<file path="config.mk">
export PLATFORM = sky130hd
export DESIGN_NAME = pca_top
export DESIGN_NICKNAME = d
export VERILOG_FILES = /design/src/include/pca_pkg.sv /design/src/hw/pca_sync.sv /design/src/hw/pca_chan.sv /design/src/hw/pca_top.sv
export SDC_FILE = /design/constraint.sdc
export NUM_CORES = 1
export LEC_CHECK = 0
export BUFFER_PORTS_ARGS = -buffer_cell sky130_fd_sc_hd__buf_2
export CORE_MARGIN = 2
export CORE_UTILIZATION = 58
export DETAILED_ROUTE_END_ITERATION = 10
export PLACE_DENSITY = 0.88
export SLEW_MARGIN = 20
export SYNTH_ARGS = -nofsm -noshare
export SYNTH_HDL_FRONTEND = slang
export SYNTH_SLANG_ARGS = --single-unit
</file>
<file path="constraint.sdc">
create_clock -name ref_clk -period 11.68 [get_ports ref_clk]
set_input_delay 1.168 -clock ref_clk [delete_from_list [all_inputs] [get_ports ref_clk]]
set_output_delay 1.168 -clock ref_clk [all_outputs]
set_load 0.005 [all_outputs]
</file>
<file path="src/include/pca_pkg.sv">
// Shared constants and types for the counter array.
// Assumes an 8-bit special-function-register port on the system clock.
package pca_pkg;
    localparam int NCH = 6;
    // Register indices on the register port
    localparam logic [5:0] ADDR_CNT_LO = 6'h00;
    localparam logic [5:0] ADDR_CNT_HI = 6'h01;
    localparam logic [5:0] ADDR_MODE = 6'h02;
    localparam logic [5:0] ADDR_CTRL = 6'h03;
    localparam logic [5:0] ADDR_PWMCFG = 6'h04;
    localparam logic [5:0] ADDR_CPM_BASE = 6'h08;
    localparam logic [5:0] ADDR_CPL_BASE = 6'h10;
    localparam logic [5:0] ADDR_CPH_BASE = 6'h18;
    // Array mode register fields
    localparam int AM_CIDL = 7;
    localparam int AM_CPS_LO = 1;
    localparam int AM_ECF = 0;
    // Control register fields
    localparam int CT_CF = 7;
    localparam int CT_RUN = 6;
    // Shared PWM configuration fields
    localparam int PC_ARSEL = 7;
    localparam int PC_COVF = 6;
    localparam int PC_ECOV = 5;
    // Module mode control fields
    localparam int MD_PWM16 = 7;
    localparam int MD_ECOM = 6;
    localparam int MD_CAPP = 5;
    localparam int MD_CAPN = 4;
    localparam int MD_MAT = 3;
    localparam int MD_TOG = 2;
    localparam int MD_PWM = 1;
    localparam int MD_ECCF = 0;
    // Timebase encodings
    localparam logic [2:0] TB_DIV12 = 3'h0;
    localparam logic [2:0] TB_DIV4 = 3'h1;
    localparam logic [2:0] TB_T0 = 3'h2;
    localparam logic [2:0] TB_EXTIN = 3'h3;
    localparam logic [2:0] TB_SYS = 3'h4;
    localparam logic [2:0] TB_OSC8 = 3'h5;
    localparam logic [2:0] TB_T4 = 3'h6;
    localparam logic [2:0] TB_T5 = 3'h7;
    localparam int DIV_SLOW = 12;
    localparam int DIV_FAST = 4;
    localparam int DIV_OSC = 8;
    localparam logic [7:0] RESET_BYTE = 8'h00;
    localparam logic [15:0] CNT_MAX = 16'hffff;

    // One register port access
    typedef struct packed {
        logic wr;
        logic rd;
        logic [5:0] addr;
        logic [7:0] wdata;
    } pca_sfr_req_t;

    // Low-bit mask of the shared PWM cycle length
    function automatic logic [15:0] len_mask(input logic [1:0] cls);
        case (cls)
            2'h0: len_mask = 16'h00ff;
            2'h1: len_mask = 16'h01ff;
            2'h2: len_mask = 16'h03ff;
            default: len_mask = 16'h07ff;
        endcase
    endfunction : len_mask
endpackage : pca_pkg

</file>
<file path="src/hw/pca_sync.sv">
// Two-stage synchroniser for a group of pin levels.
// Assumes inputs are asynchronous to ref_clk.
`timescale 1ns/100ps
module pca_sync #(
    parameter int W = 1
) (
    // Clock and reset
    input wire logic ref_clk,
    input wire logic reset,
    // Levels
    input wire logic [W-1:0] d,
    output logic [W-1:0] q
);
    logic [W-1:0] meta_reg;

    // First stage feeds only the second
    always_ff @(posedge ref_clk or posedge reset) begin
        if (reset) begin
            meta_reg <= '0;
            q <= '0;
        end else begin
            meta_reg <= d;
            q <= meta_reg;
        end
    end
endmodule : pca_sync

</file>
<file path="src/hw/pca_chan.sv">
// One capture/compare module of the counter array.
// Assumes a synchronised pin level and a counter update pulse from the top.
`timescale 1ns/100ps
module pca_chan (
    // Clock and reset
    input wire logic ref_clk,
    input wire logic reset,
    // Configuration
    input wire logic [7:0] mode,
    input wire logic [1:0] cls,
    input wire logic arsel,
    // Counter
    input wire logic [15:0] count,
    input wire logic upd,
    // Register writes and pin level
    input wire logic wr_lo,
    input wire logic wr_hi,
    input wire logic [7:0] wdata,
    input wire logic io_sync,
    // Results
    output logic [15:0] cp_q,
    output logic [15:0] rl_q,
    output logic io_out,
    output logic io_oe,
    output logic event_pulse
);
    logic lvl_d, lvl_f, lvl_fd;
    logic ecom, capp, capn, mat, tog, pwm, pwm16;
    logic cap_m, swt_m, hso_m, fout_m, pwm_m, short_pwm;
    logic rise, fall, cap_hit, match16, lmatch, wrap, pmatch;
    logic [15:0] mask, eff;

    assign ecom = mode[pca_pkg::MD_ECOM];
    assign capp = mode[pca_pkg::MD_CAPP];
    assign capn = mode[pca_pkg::MD_CAPN];
    assign mat = mode[pca_pkg::MD_MAT];
    assign tog = mode[pca_pkg::MD_TOG];
    assign pwm = mode[pca_pkg::MD_PWM];
    assign pwm16 = mode[pca_pkg::MD_PWM16];

    // Mode decode
    assign cap_m = ~pwm & ~tog & ~mat & (capp | capn);
    assign swt_m = mat & ~tog & ~pwm & ~capp & ~capn;
    assign hso_m = mat & tog & ~pwm;
    assign fout_m = tog & pwm;
    assign pwm_m = pwm & ~tog & ~capp & ~capn;
    assign short_pwm = pwm_m & ~pwm16;

    // Input accepted only after two equal samples
    always_ff @(posedge ref_clk or posedge reset) begin
        if (reset) begin
            lvl_d <= 1'b0;
            lvl_f <= 1'b0;
            lvl_fd <= 1'b0;
        end else begin
            lvl_d <= io_sync;
            if (lvl_d == io_sync) begin
                lvl_f <= io_sync;
            end
            lvl_fd <= lvl_f;
        end
    end

    assign rise = lvl_f & ~lvl_fd;
    assign fall = ~lvl_f & lvl_fd;
    assign cap_hit = cap_m & ((rise & capp) | (fall & capn));

    // Comparators, only when the counter has moved
    assign mask = pwm16 ? pca_pkg::CNT_MAX : pca_pkg::len_mask(cls);
    assign match16 = upd & ecom & (count == cp_q);
    assign lmatch = upd & ecom & (count[7:0] == cp_q[7:0]);
    assign wrap = upd & ((count & mask) == 16'h0000);
    assign eff = (short_pwm & wrap) ? ((cls == 2'h0) ? {cp_q[15:8], cp_q[15:8]} : rl_q) : cp_q;
    assign pmatch = upd & ecom & ((count & mask) == (eff & mask));

    // Capture/compare value
    always_ff @(posedge ref_clk or posedge reset) begin
        if (reset) begin
            cp_q <= 16'h0000;
        end else if (wr_lo && !arsel) begin
            cp_q[7:0] <= wdata;
        end else if (wr_hi && !arsel) begin
            cp_q[15:8] <= wdata;
        end else if (cap_hit) begin
            cp_q <= count;
        end else if (fout_m && lmatch) begin
            cp_q[7:0] <= cp_q[7:0] + cp_q[15:8];
        end else if (short_pwm && wrap) begin
            cp_q <= eff;
        end
    end

    // Auto-reload value
    always_ff @(posedge ref_clk or posedge reset) begin
        if (reset) begin
            rl_q <= 16'h0000;
        end else if (wr_lo && arsel) begin
            rl_q[7:0] <= wdata;
        end else if (wr_hi && arsel) begin
            rl_q[15:8] <= wdata;
        end
    end

    // Pin drive
    always_ff @(posedge ref_clk or posedge reset) begin
        if (reset) begin
            io_out <= 1'b0;
            io_oe <= 1'b0;
        end else begin
            io_oe <= pwm | tog;
            if (pwm_m) begin
                if (!ecom) begin
                    io_out <= 1'b0;
                end else if (pmatch) begin
                    io_out <= 1'b1;
                end else if (wrap) begin
                    io_out <= 1'b0;
                end
            end else if ((hso_m && match16) || (fout_m && lmatch)) begin
                io_out <= ~io_out;
            end
        end
    end

    // Channel event
    always_ff @(posedge ref_clk or posedge reset) begin
        if (reset) begin
            event_pulse <= 1'b0;
        end else begin
            event_pulse <= cap_hit | ((swt_m | hso_m) & match16) | (fout_m & mat & match16)
                | (pwm_m & mat & pmatch);
        end
    end
endmodule : pca_chan

</file>
<file path="src/hw/pca_top.sv">
// Counter array top: counter, timebase, flags, registers and six modules.
// Assumes a single-cycle register port on ref_clk and pulse timer overflows.
`timescale 1ns/100ps
// Behaviour
// - Low-byte read snapshots high byte for later
// - Reads never disturb the counter
// - Three-bit select picks one of eight timebases
// - Oscillator/8 source synchronised before counting
// - Wrap from max to zero sets overflow flag
// - Overflow interrupts only when its enable set
// - Flags stay set until software clears
// - Idle with suspend bit clear keeps counting
// - Intermediate overflow at chosen 8-11 bit length
// - Flags set regardless of any interrupt enable
// - Interrupt is OR of enabled flags
// - Six independent modules each with own line
// - Capture edge choice by mode bits 5,4
// - Timer, high-speed, frequency output encodings
// - Comparator off stops toggles, PWM low
// - PWM by bit 1, bit 7 16-bit
// - Shared two-bit cycle length field
// - One cycle length for all short PWM
// - Reload select bit steers byte accesses
// - Match bit makes PWM matches set flag
// - Per-module and intermediate interrupt enable bits
// - Low write clears, high write sets comparator
// - Capture level must hold two cycles
module pca_top (
    // Clock and reset
    input wire logic ref_clk,
    input wire logic reset,
    // Register port
    input wire pca_pkg::pca_sfr_req_t sfr,
    output logic [7:0] sfr_rdata,
    // Processor state and timer overflows
    input wire logic cpu_idle,
    input wire logic timer0_ovf,
    input wire logic timer4_ovf,
    input wire logic timer5_ovf,
    // Pins
    input wire logic external_count_input,
    input wire logic ext_osc,
    input wire logic [5:0] module_io_line_in,
    output logic [5:0] module_io_line_out,
    output logic [5:0] module_io_line_oe,
    // Interrupt
    output logic irq_req
);
    localparam int NCH = pca_pkg::NCH;

    logic [15:0] count_reg;
    logic [7:0] snap_reg;
    logic upd_reg;
    logic run_reg, cidl_reg, ecf_reg, arsel_reg, ecov_reg;
    logic [2:0] cps_reg;
    logic [1:0] cls_reg;
    logic cf_reg, covf_reg;
    logic [NCH-1:0] ccf_reg;
    logic [7:0] mode_reg [NCH];
    logic [3:0] div12_reg;
    logic [1:0] div4_reg;
    logic [2:0] osc_div_reg;
    logic ext_prev_reg, osc_prev_reg;
    logic tick_div12, tick_div4, tick_osc, tick_ext;
    logic src, tick, cnt_en;
    logic cf_set, covf_set;
    logic [7:0] pin_sync;
    logic [15:0] cp_val [NCH];
    logic [15:0] rl_val [NCH];
    logic [NCH-1:0] ch_event, wr_lo, wr_hi;
    logic [7:0] rd_next;
    logic [15:0] len;
    logic wr_cnt_lo, wr_cnt_hi, wr_mode, wr_ctrl, wr_pwm;

    // Register write strobes
    assign wr_cnt_lo = sfr.wr && (sfr.addr == pca_pkg::ADDR_CNT_LO);
    assign wr_cnt_hi = sfr.wr && (sfr.addr == pca_pkg::ADDR_CNT_HI);
    assign wr_mode = sfr.wr && (sfr.addr == pca_pkg::ADDR_MODE);
    assign wr_ctrl = sfr.wr && (sfr.addr == pca_pkg::ADDR_CTRL);
    assign wr_pwm = sfr.wr && (sfr.addr == pca_pkg::ADDR_PWMCFG);

    // Pin synchronisers
    pca_sync #(
        .W(8)
    ) u_sync (
        .ref_clk(ref_clk),
        .reset(reset),
        .d({ext_osc, external_count_input, module_io_line_in}),
        .q(pin_sync)
    );

    // Fixed clock dividers
    always_ff @(posedge ref_clk or posedge reset) begin
        if (reset) begin
            div12_reg <= 4'h0;
            div4_reg <= 2'h0;
        end else begin
            div12_reg <= (div12_reg == 4'(pca_pkg::DIV_SLOW - 1)) ? 4'h0 : div12_reg + 4'h1;
            div4_reg <= (div4_reg == 2'(pca_pkg::DIV_FAST - 1)) ? 2'h0 : div4_reg + 2'h1;
        end
    end

    assign tick_div12 = (div12_reg == 4'(pca_pkg::DIV_SLOW - 1));
    assign tick_div4 = (div4_reg == 2'(pca_pkg::DIV_FAST - 1));

    // Edge detect of synchronised external sources
    always_ff @(posedge ref_clk or posedge reset) begin
        if (reset) begin
            ext_prev_reg <= 1'b0;
            osc_prev_reg <= 1'b0;
            osc_div_reg <= 3'h0;
        end else begin
            ext_prev_reg <= pin_sync[6];
            osc_prev_reg <= pin_sync[7];
            if (pin_sync[7] && !osc_prev_reg) begin
                osc_div_reg <= osc_div_reg + 3'h1;
            end
        end
    end

    assign tick_ext = ext_prev_reg && !pin_sync[6];
    assign tick_osc = pin_sync[7] && !osc_prev_reg && (osc_div_reg == 3'(pca_pkg::DIV_OSC - 1));

    // Timebase select
    always_comb begin
        case (cps_reg)
            pca_pkg::TB_DIV12: src = tick_div12;
            pca_pkg::TB_DIV4: src = tick_div4;
            pca_pkg::TB_T0: src = timer0_ovf;
            pca_pkg::TB_EXTIN: src = tick_ext;
            pca_pkg::TB_SYS: src = 1'b1;
            pca_pkg::TB_OSC8: src = tick_osc;
            pca_pkg::TB_T4: src = timer4_ovf;
            default: src = timer5_ovf;
        endcase
    end

    assign cnt_en = run_reg && !(cpu_idle && cidl_reg);
    assign tick = cnt_en && src;
    assign len = pca_pkg::len_mask(cls_reg);
    assign cf_set = tick && (count_reg == pca_pkg::CNT_MAX);
    assign covf_set = tick && ((count_reg & len) == len);

    // Counter; reads have no path here
    always_ff @(posedge ref_clk or posedge reset) begin
        if (reset) begin
            count_reg <= 16'h0000;
            upd_reg <= 1'b0;
        end else begin
            upd_reg <= tick;
            if (wr_cnt_lo) begin
                count_reg[7:0] <= sfr.wdata;
            end else if (wr_cnt_hi) begin
                count_reg[15:8] <= sfr.wdata;
            end else if (tick) begin
                count_reg <= count_reg + 16'h0001;
            end
        end
    end

    // High-byte snapshot on low-byte read
    always_ff @(posedge ref_clk or posedge reset) begin
        if (reset) begin
            snap_reg <= pca_pkg::RESET_BYTE;
        end else if (sfr.rd && sfr.addr == pca_pkg::ADDR_CNT_LO) begin
            snap_reg <= count_reg[15:8];
        end
    end

    // Array mode and shared configuration
    always_ff @(posedge ref_clk or posedge reset) begin
        if (reset) begin
            cidl_reg <= 1'b0;
            cps_reg <= 3'h0;
            ecf_reg <= 1'b0;
            arsel_reg <= 1'b0;
            ecov_reg <= 1'b0;
            cls_reg <= 2'h0;
            run_reg <= 1'b0;
        end else begin
            if (wr_mode) begin
                cidl_reg <= sfr.wdata[pca_pkg::AM_CIDL];
                cps_reg <= sfr.wdata[pca_pkg::AM_CPS_LO +: 3];
                ecf_reg <= sfr.wdata[pca_pkg::AM_ECF];
            end
            if (wr_pwm) begin
                arsel_reg <= sfr.wdata[pca_pkg::PC_ARSEL];
                ecov_reg <= sfr.wdata[pca_pkg::PC_ECOV];
                cls_reg <= sfr.wdata[1:0];
            end
            if (wr_ctrl) begin
                run_reg <= sfr.wdata[pca_pkg::CT_RUN];
            end
        end
    end

    // Sticky flags; a hardware set beats a software clear
    always_ff @(posedge ref_clk or posedge reset) begin
        if (reset) begin
            cf_reg <= 1'b0;
            covf_reg <= 1'b0;
            ccf_reg <= '0;
        end else begin
            cf_reg <= (wr_ctrl ? sfr.wdata[pca_pkg::CT_CF] : cf_reg) | cf_set;
            covf_reg <= (wr_pwm ? sfr.wdata[pca_pkg::PC_COVF] : covf_reg) | covf_set;
            ccf_reg <= (wr_ctrl ? sfr.wdata[NCH-1:0] : ccf_reg) | ch_event;
        end
    end

    // Module mode registers with comparator side effects
    always_ff @(posedge ref_clk or posedge reset) begin
        if (reset) begin
            for (int i = 0; i < NCH; i++) begin
                mode_reg[i] <= pca_pkg::RESET_BYTE;
            end
        end else begin
            for (int i = 0; i < NCH; i++) begin
                if (sfr.wr && sfr.addr == pca_pkg::ADDR_CPM_BASE + 6'(i)) begin
                    mode_reg[i] <= sfr.wdata;
                end else if (wr_lo[i]) begin
                    mode_reg[i][pca_pkg::MD_ECOM] <= 1'b0;
                end else if (wr_hi[i]) begin
                    mode_reg[i][pca_pkg::MD_ECOM] <= 1'b1;
                end
            end
        end
    end

    // Six capture/compare modules
    for (genvar n = 0; n < NCH; n++) begin : g_ch
        assign wr_lo[n] = sfr.wr && (sfr.addr == pca_pkg::ADDR_CPL_BASE + 6'(n));
        assign wr_hi[n] = sfr.wr && (sfr.addr == pca_pkg::ADDR_CPH_BASE + 6'(n));
        pca_chan u_chan (
            .ref_clk(ref_clk),
            .reset(reset),
            .mode(mode_reg[n]),
            .cls(cls_reg),
            .arsel(arsel_reg),
            .count(count_reg),
            .upd(upd_reg),
            .wr_lo(wr_lo[n]),
            .wr_hi(wr_hi[n]),
            .wdata(sfr.wdata),
            .io_sync(pin_sync[n]),
            .cp_q(cp_val[n]),
            .rl_q(rl_val[n]),
            .io_out(module_io_line_out[n]),
            .io_oe(module_io_line_oe[n]),
            .event_pulse(ch_event[n])
        );
    end

    // Read data select
    always_comb begin
        rd_next = pca_pkg::RESET_BYTE;
        if (sfr.addr == pca_pkg::ADDR_CNT_LO) begin
            rd_next = count_reg[7:0];
        end else if (sfr.addr == pca_pkg::ADDR_CNT_HI) begin
            rd_next = snap_reg;
        end else if (sfr.addr == pca_pkg::ADDR_MODE) begin
            rd_next = {cidl_reg, 3'h0, cps_reg, ecf_reg};
        end else if (sfr.addr == pca_pkg::ADDR_CTRL) begin
            rd_next = {cf_reg, run_reg, ccf_reg};
        end else if (sfr.addr == pca_pkg::ADDR_PWMCFG) begin
            rd_next = {arsel_reg, covf_reg, ecov_reg, 3'h0, cls_reg};
        end else begin
            for (int i = 0; i < NCH; i++) begin
                if (sfr.addr == pca_pkg::ADDR_CPM_BASE + 6'(i)) begin
                    rd_next = mode_reg[i];
                end else if (sfr.addr == pca_pkg::ADDR_CPL_BASE + 6'(i)) begin
                    rd_next = arsel_reg ? rl_val[i][7:0] : cp_val[i][7:0];
                end else if (sfr.addr == pca_pkg::ADDR_CPH_BASE + 6'(i)) begin
                    rd_next = arsel_reg ? rl_val[i][15:8] : cp_val[i][15:8];
                end
            end
        end
    end

    // Registered read data, held between reads
    always_ff @(posedge ref_clk or posedge reset) begin
        if (reset) begin
            sfr_rdata <= pca_pkg::RESET_BYTE;
        end else if (sfr.rd) begin
            sfr_rdata <= rd_next;
        end
    end

    // Combined interrupt request
    always_ff @(posedge ref_clk or posedge reset) begin
        if (reset) begin
            irq_req <= 1'b0;
        end else begin
            irq_req <= (cf_reg & ecf_reg) | (covf_reg & ecov_reg)
                | (|(ccf_reg & {mode_reg[5][0], mode_reg[4][0], mode_reg[3][0],
                               mode_reg[2][0], mode_reg[1][0], mode_reg[0][0]}));
        end
    end
endmodule : pca_top

</file>
* Word level (Yosys, flattened, before mapping)
Index checks and enable logic that the tools add are counted.
** Word-level totals
- Output and inout port bits :: 21
- Bits of input ports :: 30
- Register bits :: 355
** Operators by class
- Reduce and logical (&&, ||, !) cells :: 146
- Bitwise operators :: 310
- Muxes and demuxes :: 154
- Add/sub/neg operators :: 10
- Equal/unequal tests :: 78
** Operators with widths (count)
- $mux W8 :: 68
- $mux W16 :: 31
- $and A16 B16 Y16 :: 13
- $eq A16 B16 Y1 :: 13
- $and A1 B1 Y1 :: 182
- $logic_not A16 Y1 :: 6
- $logic_and A1 B1 Y1 :: 74
- $eq A6 B5 Y1 const B :: 12
- $not A1 Y1 :: 67
- $mux W1 :: 50
- $add A8 B8 Y8 :: 6
- $eq A8 B8 Y1 :: 6
- $or A1 B1 Y1 :: 46
- $reduce_and A2 Y1 :: 20
- $eq A6 B4 Y1 const B :: 6
- $reduce_bool A3 Y1 :: 12
- $pmux W11 S3 :: 1
- $ne A4 B4 Y1 const B :: 6
- $reduce_bool A4 Y1 :: 6
- $ne A3 B1 Y1 const B :: 6
- $reduce_and A3 Y1 :: 6
- $add A16 B1 Y16 const B :: 1
- $eq A16 B16 Y1 const B :: 1
- $reduce_bool A2 Y1 :: 8
- other kinds (27) :: 51

* Longest topological paths before layout
- Word-level depth :: 24
- Gate-level depth with buffers :: 13

* Cells and area by module
Synthesis repeated with hierarchy kept, for this count alone.
** Unflattened totals
- Cells, all modules :: 2686
- Area total of the unflattened synthesis :: 25450.7 sq um
** Modules (own cells, without submodules)
- pca_chan (g_ch[2].u_chan ...) :: cells an instance 294, times used 4, sequential area each 950.9 sq um, area an instance 2825.2 sq um
- pca_top :: cells an instance 847, times used 1, sequential area each 2777.7 sq um, area an instance 8055.2 sq um
- pca_chan (g_ch[0].u_chan ...) :: cells an instance 323, times used 2, sequential area each 950.9 sq um, area an instance 2845.2 sq um
- pca_sync :: cells an instance 17, times used 1, sequential area each 400.4 sq um, area an instance 404.1 sq um

* Worst setup path before layout
No wires, ideal clock.
- Path type :: in2reg
- From :: in sfr[11] in the netlist's numbering
- To :: reg sfr_rdata[0]
- Arrival time :: 3.269 ns
- Stages on the path :: 9
- Path slack :: 8.259 ns
- Path buffers :: 1
- Path through :: buf_2 or4b_2 nor2_1 a21oi_1 o21ai_0 a31oi_1 or4_1 o211ai_1 a41oi_1
** Between the ends
- Cells in the longest elaborated chain, start to end :: 24
- Elaborated cells on any way between the ends :: 46
- Classes of those cells :: 22 x eq/ne; 23 x mux; 1 x reduce/logical
** RTL lines
- from (decl) :: RTL line pca_top.sv:33 : input wire pca_pkg::pca_sfr_req_t sfr,
- $eq A6 B5 Y1 :: RTL line pca_top.sv:272 : end else if (sfr.addr == pca_pkg::ADDR_CPH_BASE + 6'(i)) begin
- $mux W8 :: RTL line pca_top.sv:272
- $mux W8 :: RTL line pca_top.sv:270 : end else if (sfr.addr == pca_pkg::ADDR_CPL_BASE + 6'(i)) begin
- $mux W8 :: RTL line pca_top.sv:268 : if (sfr.addr == pca_pkg::ADDR_CPM_BASE + 6'(i)) begin
- $mux W8 :: RTL line pca_top.sv:272
- $mux W8 :: RTL line pca_top.sv:270
- $mux W8 :: RTL line pca_top.sv:268
- $mux W8 :: RTL line pca_top.sv:272
- (+8 left out)
- $mux W8 :: RTL line pca_top.sv:272
- $mux W8 :: RTL line pca_top.sv:270
- $mux W8 :: RTL line pca_top.sv:268
- $mux W8 :: RTL line pca_top.sv:264 : end else if (sfr.addr == pca_pkg::ADDR_PWMCFG) begin
- $mux W8 :: RTL line pca_top.sv:262 : end else if (sfr.addr == pca_pkg::ADDR_CTRL) begin
- $mux W8 :: RTL line pca_top.sv:260 : end else if (sfr.addr == pca_pkg::ADDR_MODE) begin
- $mux W8 :: RTL line pca_top.sv:258 : end else if (sfr.addr == pca_pkg::ADDR_CNT_HI) begin
- $mux W8 * :: RTL line pca_top.sv:256 : if (sfr.addr == pca_pkg::ADDR_CNT_LO) begin
- to (signal assigned) :: RTL line pca_top.sv:282 : sfr_rdata <= pca_pkg::RESET_BYTE;
- to (signal assigned) :: RTL line pca_top.sv:284 : sfr_rdata <= rd_next;
- to (decl) :: RTL line pca_top.sv:34 : output logic [7:0] sfr_rdata,
Mark *: on every way between the ends. The rest lies on a longest branch, timed or not.
A chain may end at the register's enable or synchronous reset.

* Worst setup path after layout
- From :: reg count_reg[3]
- To :: reg g_ch[3].u_chan.cp_q[5]
** Between the ends
- Cells in the longest elaborated chain, start to end :: 10
- Elaborated cells on any way between the ends :: 16
- Classes of those cells :: 1 x eq/ne; 6 x mux; 4 x bitwise; 5 x reduce/logical
** RTL lines
- from (decl) :: RTL line pca_top.sv:51 : logic [15:0] count_reg;
- from (signal assigned) :: RTL line pca_top.sv:152 : count_reg[7:0] <= sfr.wdata;
- from (signal assigned) :: RTL line pca_top.sv:156 : count_reg <= count_reg + 16'h0001;
- $and A16 B16 Y16 :: RTL line pca_chan.sv:72 : assign wrap = upd & ((count & mask) == 16'h0000);
- $logic_not A16 Y1 :: RTL line pca_chan.sv:72
- $and A1 B1 Y1 :: RTL line pca_chan.sv:72
- $and A1 B1 Y1 :: RTL line pca_chan.sv:73 : assign eff = (short_pwm & wrap) ? ((cls == 2'h0) ? {cp_q[15:8], cp_q[15:8]} : rl_q) : cp_q;
- $mux W16 :: RTL line pca_chan.sv:73
- $mux W16 :: RTL line pca_chan.sv:88 : end else if (short_pwm && wrap) begin
- $mux W8 :: RTL line pca_chan.sv:86 : end else if (fout_m && lmatch) begin
- $mux W16 :: RTL line pca_chan.sv:84 : end else if (cap_hit) begin
- $mux W8 :: RTL line pca_chan.sv:82 : end else if (wr_hi && !arsel) begin
- $mux W8 :: RTL line pca_chan.sv:80 : end else if (wr_lo && !arsel) begin
- to (signal assigned) :: RTL line pca_chan.sv:81 : cp_q[7:0] <= wdata;
- to (signal assigned) :: RTL line pca_chan.sv:85 : cp_q <= count;
- to (signal assigned) :: RTL line pca_chan.sv:87 : cp_q[7:0] <= cp_q[7:0] + cp_q[15:8];
- to (decl) :: RTL line pca_chan.sv:21 : output logic [15:0] cp_q,
Parallel ways exist; a longest one is shown, timed or not. The select of a mux whose other input is x is not followed.

==> metrics list <==
- For this design the total switching power over the nets is 2.40 mW.
- DRC marker count from the first detailed-route iteration: ~4300
- The path class of the tightest hold or removal check is reg2reg.
- The area growth from synthesis to layout is 7.43%.
- Die span in y: around 210 um
- Detailed-route vias per instance: 7.38
- CTS built an H-tree with a depth of 2.
- Horiz. Die Dim: between 200 and 250 um
* Pin count of the biggest net entering global routing: about 130
- Hold buffers post-CTS: 0
- For this design, the slowest cell found on the critical path is clkinv_1.
- The critical path goes through clkinv_1, o221ai_1, nor4_1, a31oi_1, o21ai_0, a21oi_1, nor2b_1, nor3_1.
* Final slew viol count: 0
- Number of hold-slack violations in the final timing report: 0
- WS Path Type: reg2reg
* Resized Gates After CTS: 0
* Maximum root-to-sink buffer count: 3
* Worst Max-Slew Pin Slew: between 1 and 1.5 ns
* Post-synth EDFFs: 0
* Number of global-route vias before repair: ~23000
- Buffers inserted during clock tree synthesis total between 40 and 50.
- The first global-routing pass estimated roughly 150 mm of wire.
* Internal power consumption: 3.13 mW
- The synthesized design spends more area on one cell type than any other, namely dfrtp_1.
- The floorplan step defined a die boundary enclosing 44300 um^2.
- After synthesis, the cell types taking the most area are dfrtp_1 36%, mux2_2 7.7%, mux2i_1 7.0%.
- The routed design has between 90 and 100 mm of wire.
- Synth cell types: 97
- Required time at the endpoint of the critical path: around 12 ns
- In the synthesized netlist the dominant register cell turns out to be dfrtp_1.
* Clock transition time at the flip-flop clock pins of the worst setup and hold paths: roughly 0.06 ns
- After global routing the overflow that remains totals 0.
* Post-synthesis instance area: approximately 25000 um^2
- Setup TNS: 0 ns
- First-pass iteration count of the detailed router: 7
- Routed wirelength normalized by instance count: roughly 30 um
- For this configuration, the core starts out at a cell density of between 50 and 60%.
* Count of input and output buffers: 50
- VDD sags by at most between 0.15 and 0.2 mV.
- In this run the tightest slew margin relative to its limit is 14.5%.
* Cell count after synthesis: around 2700
- Hold is met by 0.350 ns.
- Worst-case setup slack after placement: 7.18 ns
- Minimum period implied by the final worst setup slack: 4.67 ns
- Between clock sinks in the finished design, the worst skew comes to a little over 0.04 ns.
* Critical Path Start Type: flop
- Yosys instantiated no cell more often than dfrtp_1.
- Clock share of power: 24.3%
- In this run the power density over the cells is between 200 and 250 nW/um^2.
- Type of destination of the critical path: flop
- Detailed placer's ending HPWL: roughly 64 mm
* Asr flop ratio synth: 100%
- Remaining DRCs: 0
- Final worst-path cycle share: 40.0%
- Counting every sink on the clock net gives around 360.
* Switching portion of total power: between 40 and 50%
* Least setup slack across all paths after layout: ~7 ns
- Total GRT Usage: 43.5%
- Std-Cell Rows: 75
- Proportion of layout cells with a drive suffix above 1: 14.3%
- Syn Nets: about 2800
- Clock latency on the worst-skew pair, taken at its later pin, is around 0.61 ns.
- Number of nets with antenna violations after routing: 0
* Worst endpoint data arrival time: 5.13 ns
- Proportion of netlist area held by the largest area contributor: a little over a third
- In the final design database the tool counted approximately 2800 nets.
* Initial antenna violation count: 8
* Run status: complete, no violations
- Fraction of the yosys area taken by sequential cells: between 30% and 40%
* RSZ-0062 raised after global routing: no
* Average size of a mapped cell: approximately 9.0 um^2
- The congestion estimate from routability-driven global placement came to ~1.0.
* Largest stage delay on the critical path: 0.95 ns
* Combinational group share of total power: approximately two fifths
- Counting the fill cells in the layout gives 3425.
- Detailed routing inserted a total of between 20000 and 25000 vias.
- Top-level port count: 51
* Warnings from Yosys: 0
* TritonCTS clock tree: done
- Sequential share of power: 34.7%
- Number of synthesized register bits: 355
- In this run the static leakage power is roughly 11 nW.
* Max capacitance violation total: 0
* Std-Cell Core Area: between 40000 and 50000 um^2
- Critical Path Fanout Max: 11
* Clk Tree Root Cell: clkbuf_16
* Highest attainable clock frequency: 214 MHz
- Setup Fix Bufs, Post-CTS: 0
* Final setup viols: 0
* Post-synth top cells: 355 x dfrtp_1, 279 x nand2_1, 202 x nor2_1
-- layer usage --
metal	wire (um)	global-route usage (%)	share of wire (%)
met2	40100	62.0	41
met5	42	0	0.043
met3	14600	15.6	15
met4	7360	26.9	7.6
met1	35000	56.3	36
-- metrics by stage --
| stage | cells | cell area, um^2 | utilization, % | total power, mW |
|---|---|---|---|---|
| after floorplan | 2733 | 24700 | - | 3.29 |
| after global placement | 3167 | 25100 | 59.7 | 3.99 |
| after detailed placement | 3167 | 25100 | 59.7 | 4.06 |
| after CTS | 3238 | 26500 | 63.0 | 5.39 |
| after global routing | 3240 | 26500 | 63.1 | 5.72 |
| final | 3246 | 26500 | 63.1 | 5.53 |
-- power by group through the flow --
stage / clock, mW / sequential [mW] / combinational (mW)
floorplan: 0 / 1.68 / 1.61
global placement: 0 / 1.89 / 2.10
detailed placement: 0 / 1.90 / 2.16
CTS: 1.34 / 1.88 / 2.17
global route: 1.39 / 1.93 / 2.40
finish: 1.34 / 1.92 / 2.27
-- final timing paths --
path	from	to	slack, ns	depth (start not counted)
setup reg to reg	count_reg[3]	g_ch[3].u_chan.cp_q[5]	7.01	8
max in group asynchronous	reset	arsel_reg	8.68	5
hold / removal	u_sync.meta_reg[4]	u_sync.q[4]	0.35	0
min in group asynchronous	reset	g_ch[1].u_chan.cp_q[10]	0.76	2
setup / recovery	count_reg[3]	g_ch[3].u_chan.cp_q[5]	7.01	8
hold reg to reg	u_sync.meta_reg[4]	u_sync.q[4]	0.35	0
-- logic make-up after synthesis --
logic type / Yosys count / share of synthesized area (%)
and+or+nand+nor: 789 / 15.5
AOI/OAI and AO/OA: 753 / 20.0
DFF: 355 / 35.9
muxes: 349 / 15.3
buffers and inverters: 271 / 4.68
xor gates and xnor gates: 156 / 5.53
adders and majority gates: 60 / 3.16
-- placed cells by master (no fill, tap or decap), types with 23 or more instances in the layout --
cell / synthesis / layout
dfrtp_1: 355 / 354
a21oi_1: 189 / 189
nor3_1: 55 / 55
o211ai_1: 32 / 32
nor2_1: 202 / 200
mux2i_1: 173 / 173
buf_4: 12 / 46
a221o_1: 24 / 24
ha_1: 48 / 48
mux2_2: 170 / 170
xnor2_1: 134 / 134
o21ai_0: 160 / 158
nand3_1: 61 / 61
clkbuf_16: 0 / 43
nand2_1: 279 / 279
nand4_1: 30 / 30
a211oi_1: 75 / 74
o22ai_1: 66 / 66
nand2b_1: 23 / 23
buf_2: 33 / 48
inv_1: 64 / 63
-- critical path, delay by kind of cell (launching register included) --
kind                   cells  cell delay (ns)
AND/OR/NAND/NOR            3             0.47
flip-flops                 1             0.78
AO/OA/AOI/OAI              4             2.31
buffers and inverters      1             0.95
-- area by class of cell --
class | instances | area (um^2) | share of cell area, %
diodes | 7 | 17.5 | 0.0660
clock buffers | 58 | 1180 | 4.45
clock inverters | 13 | 179 | 0.674
inverters | 71 | 274 | 1.03
multi-input cells | 2107 | 14700 | 55.4
flip-flops and latches | 355 | 8890 | 33.5
well taps | 539 | 674 | 2.54
repair buffers | 96 | 624 | 2.35
(Power assumes the default switching activity.)
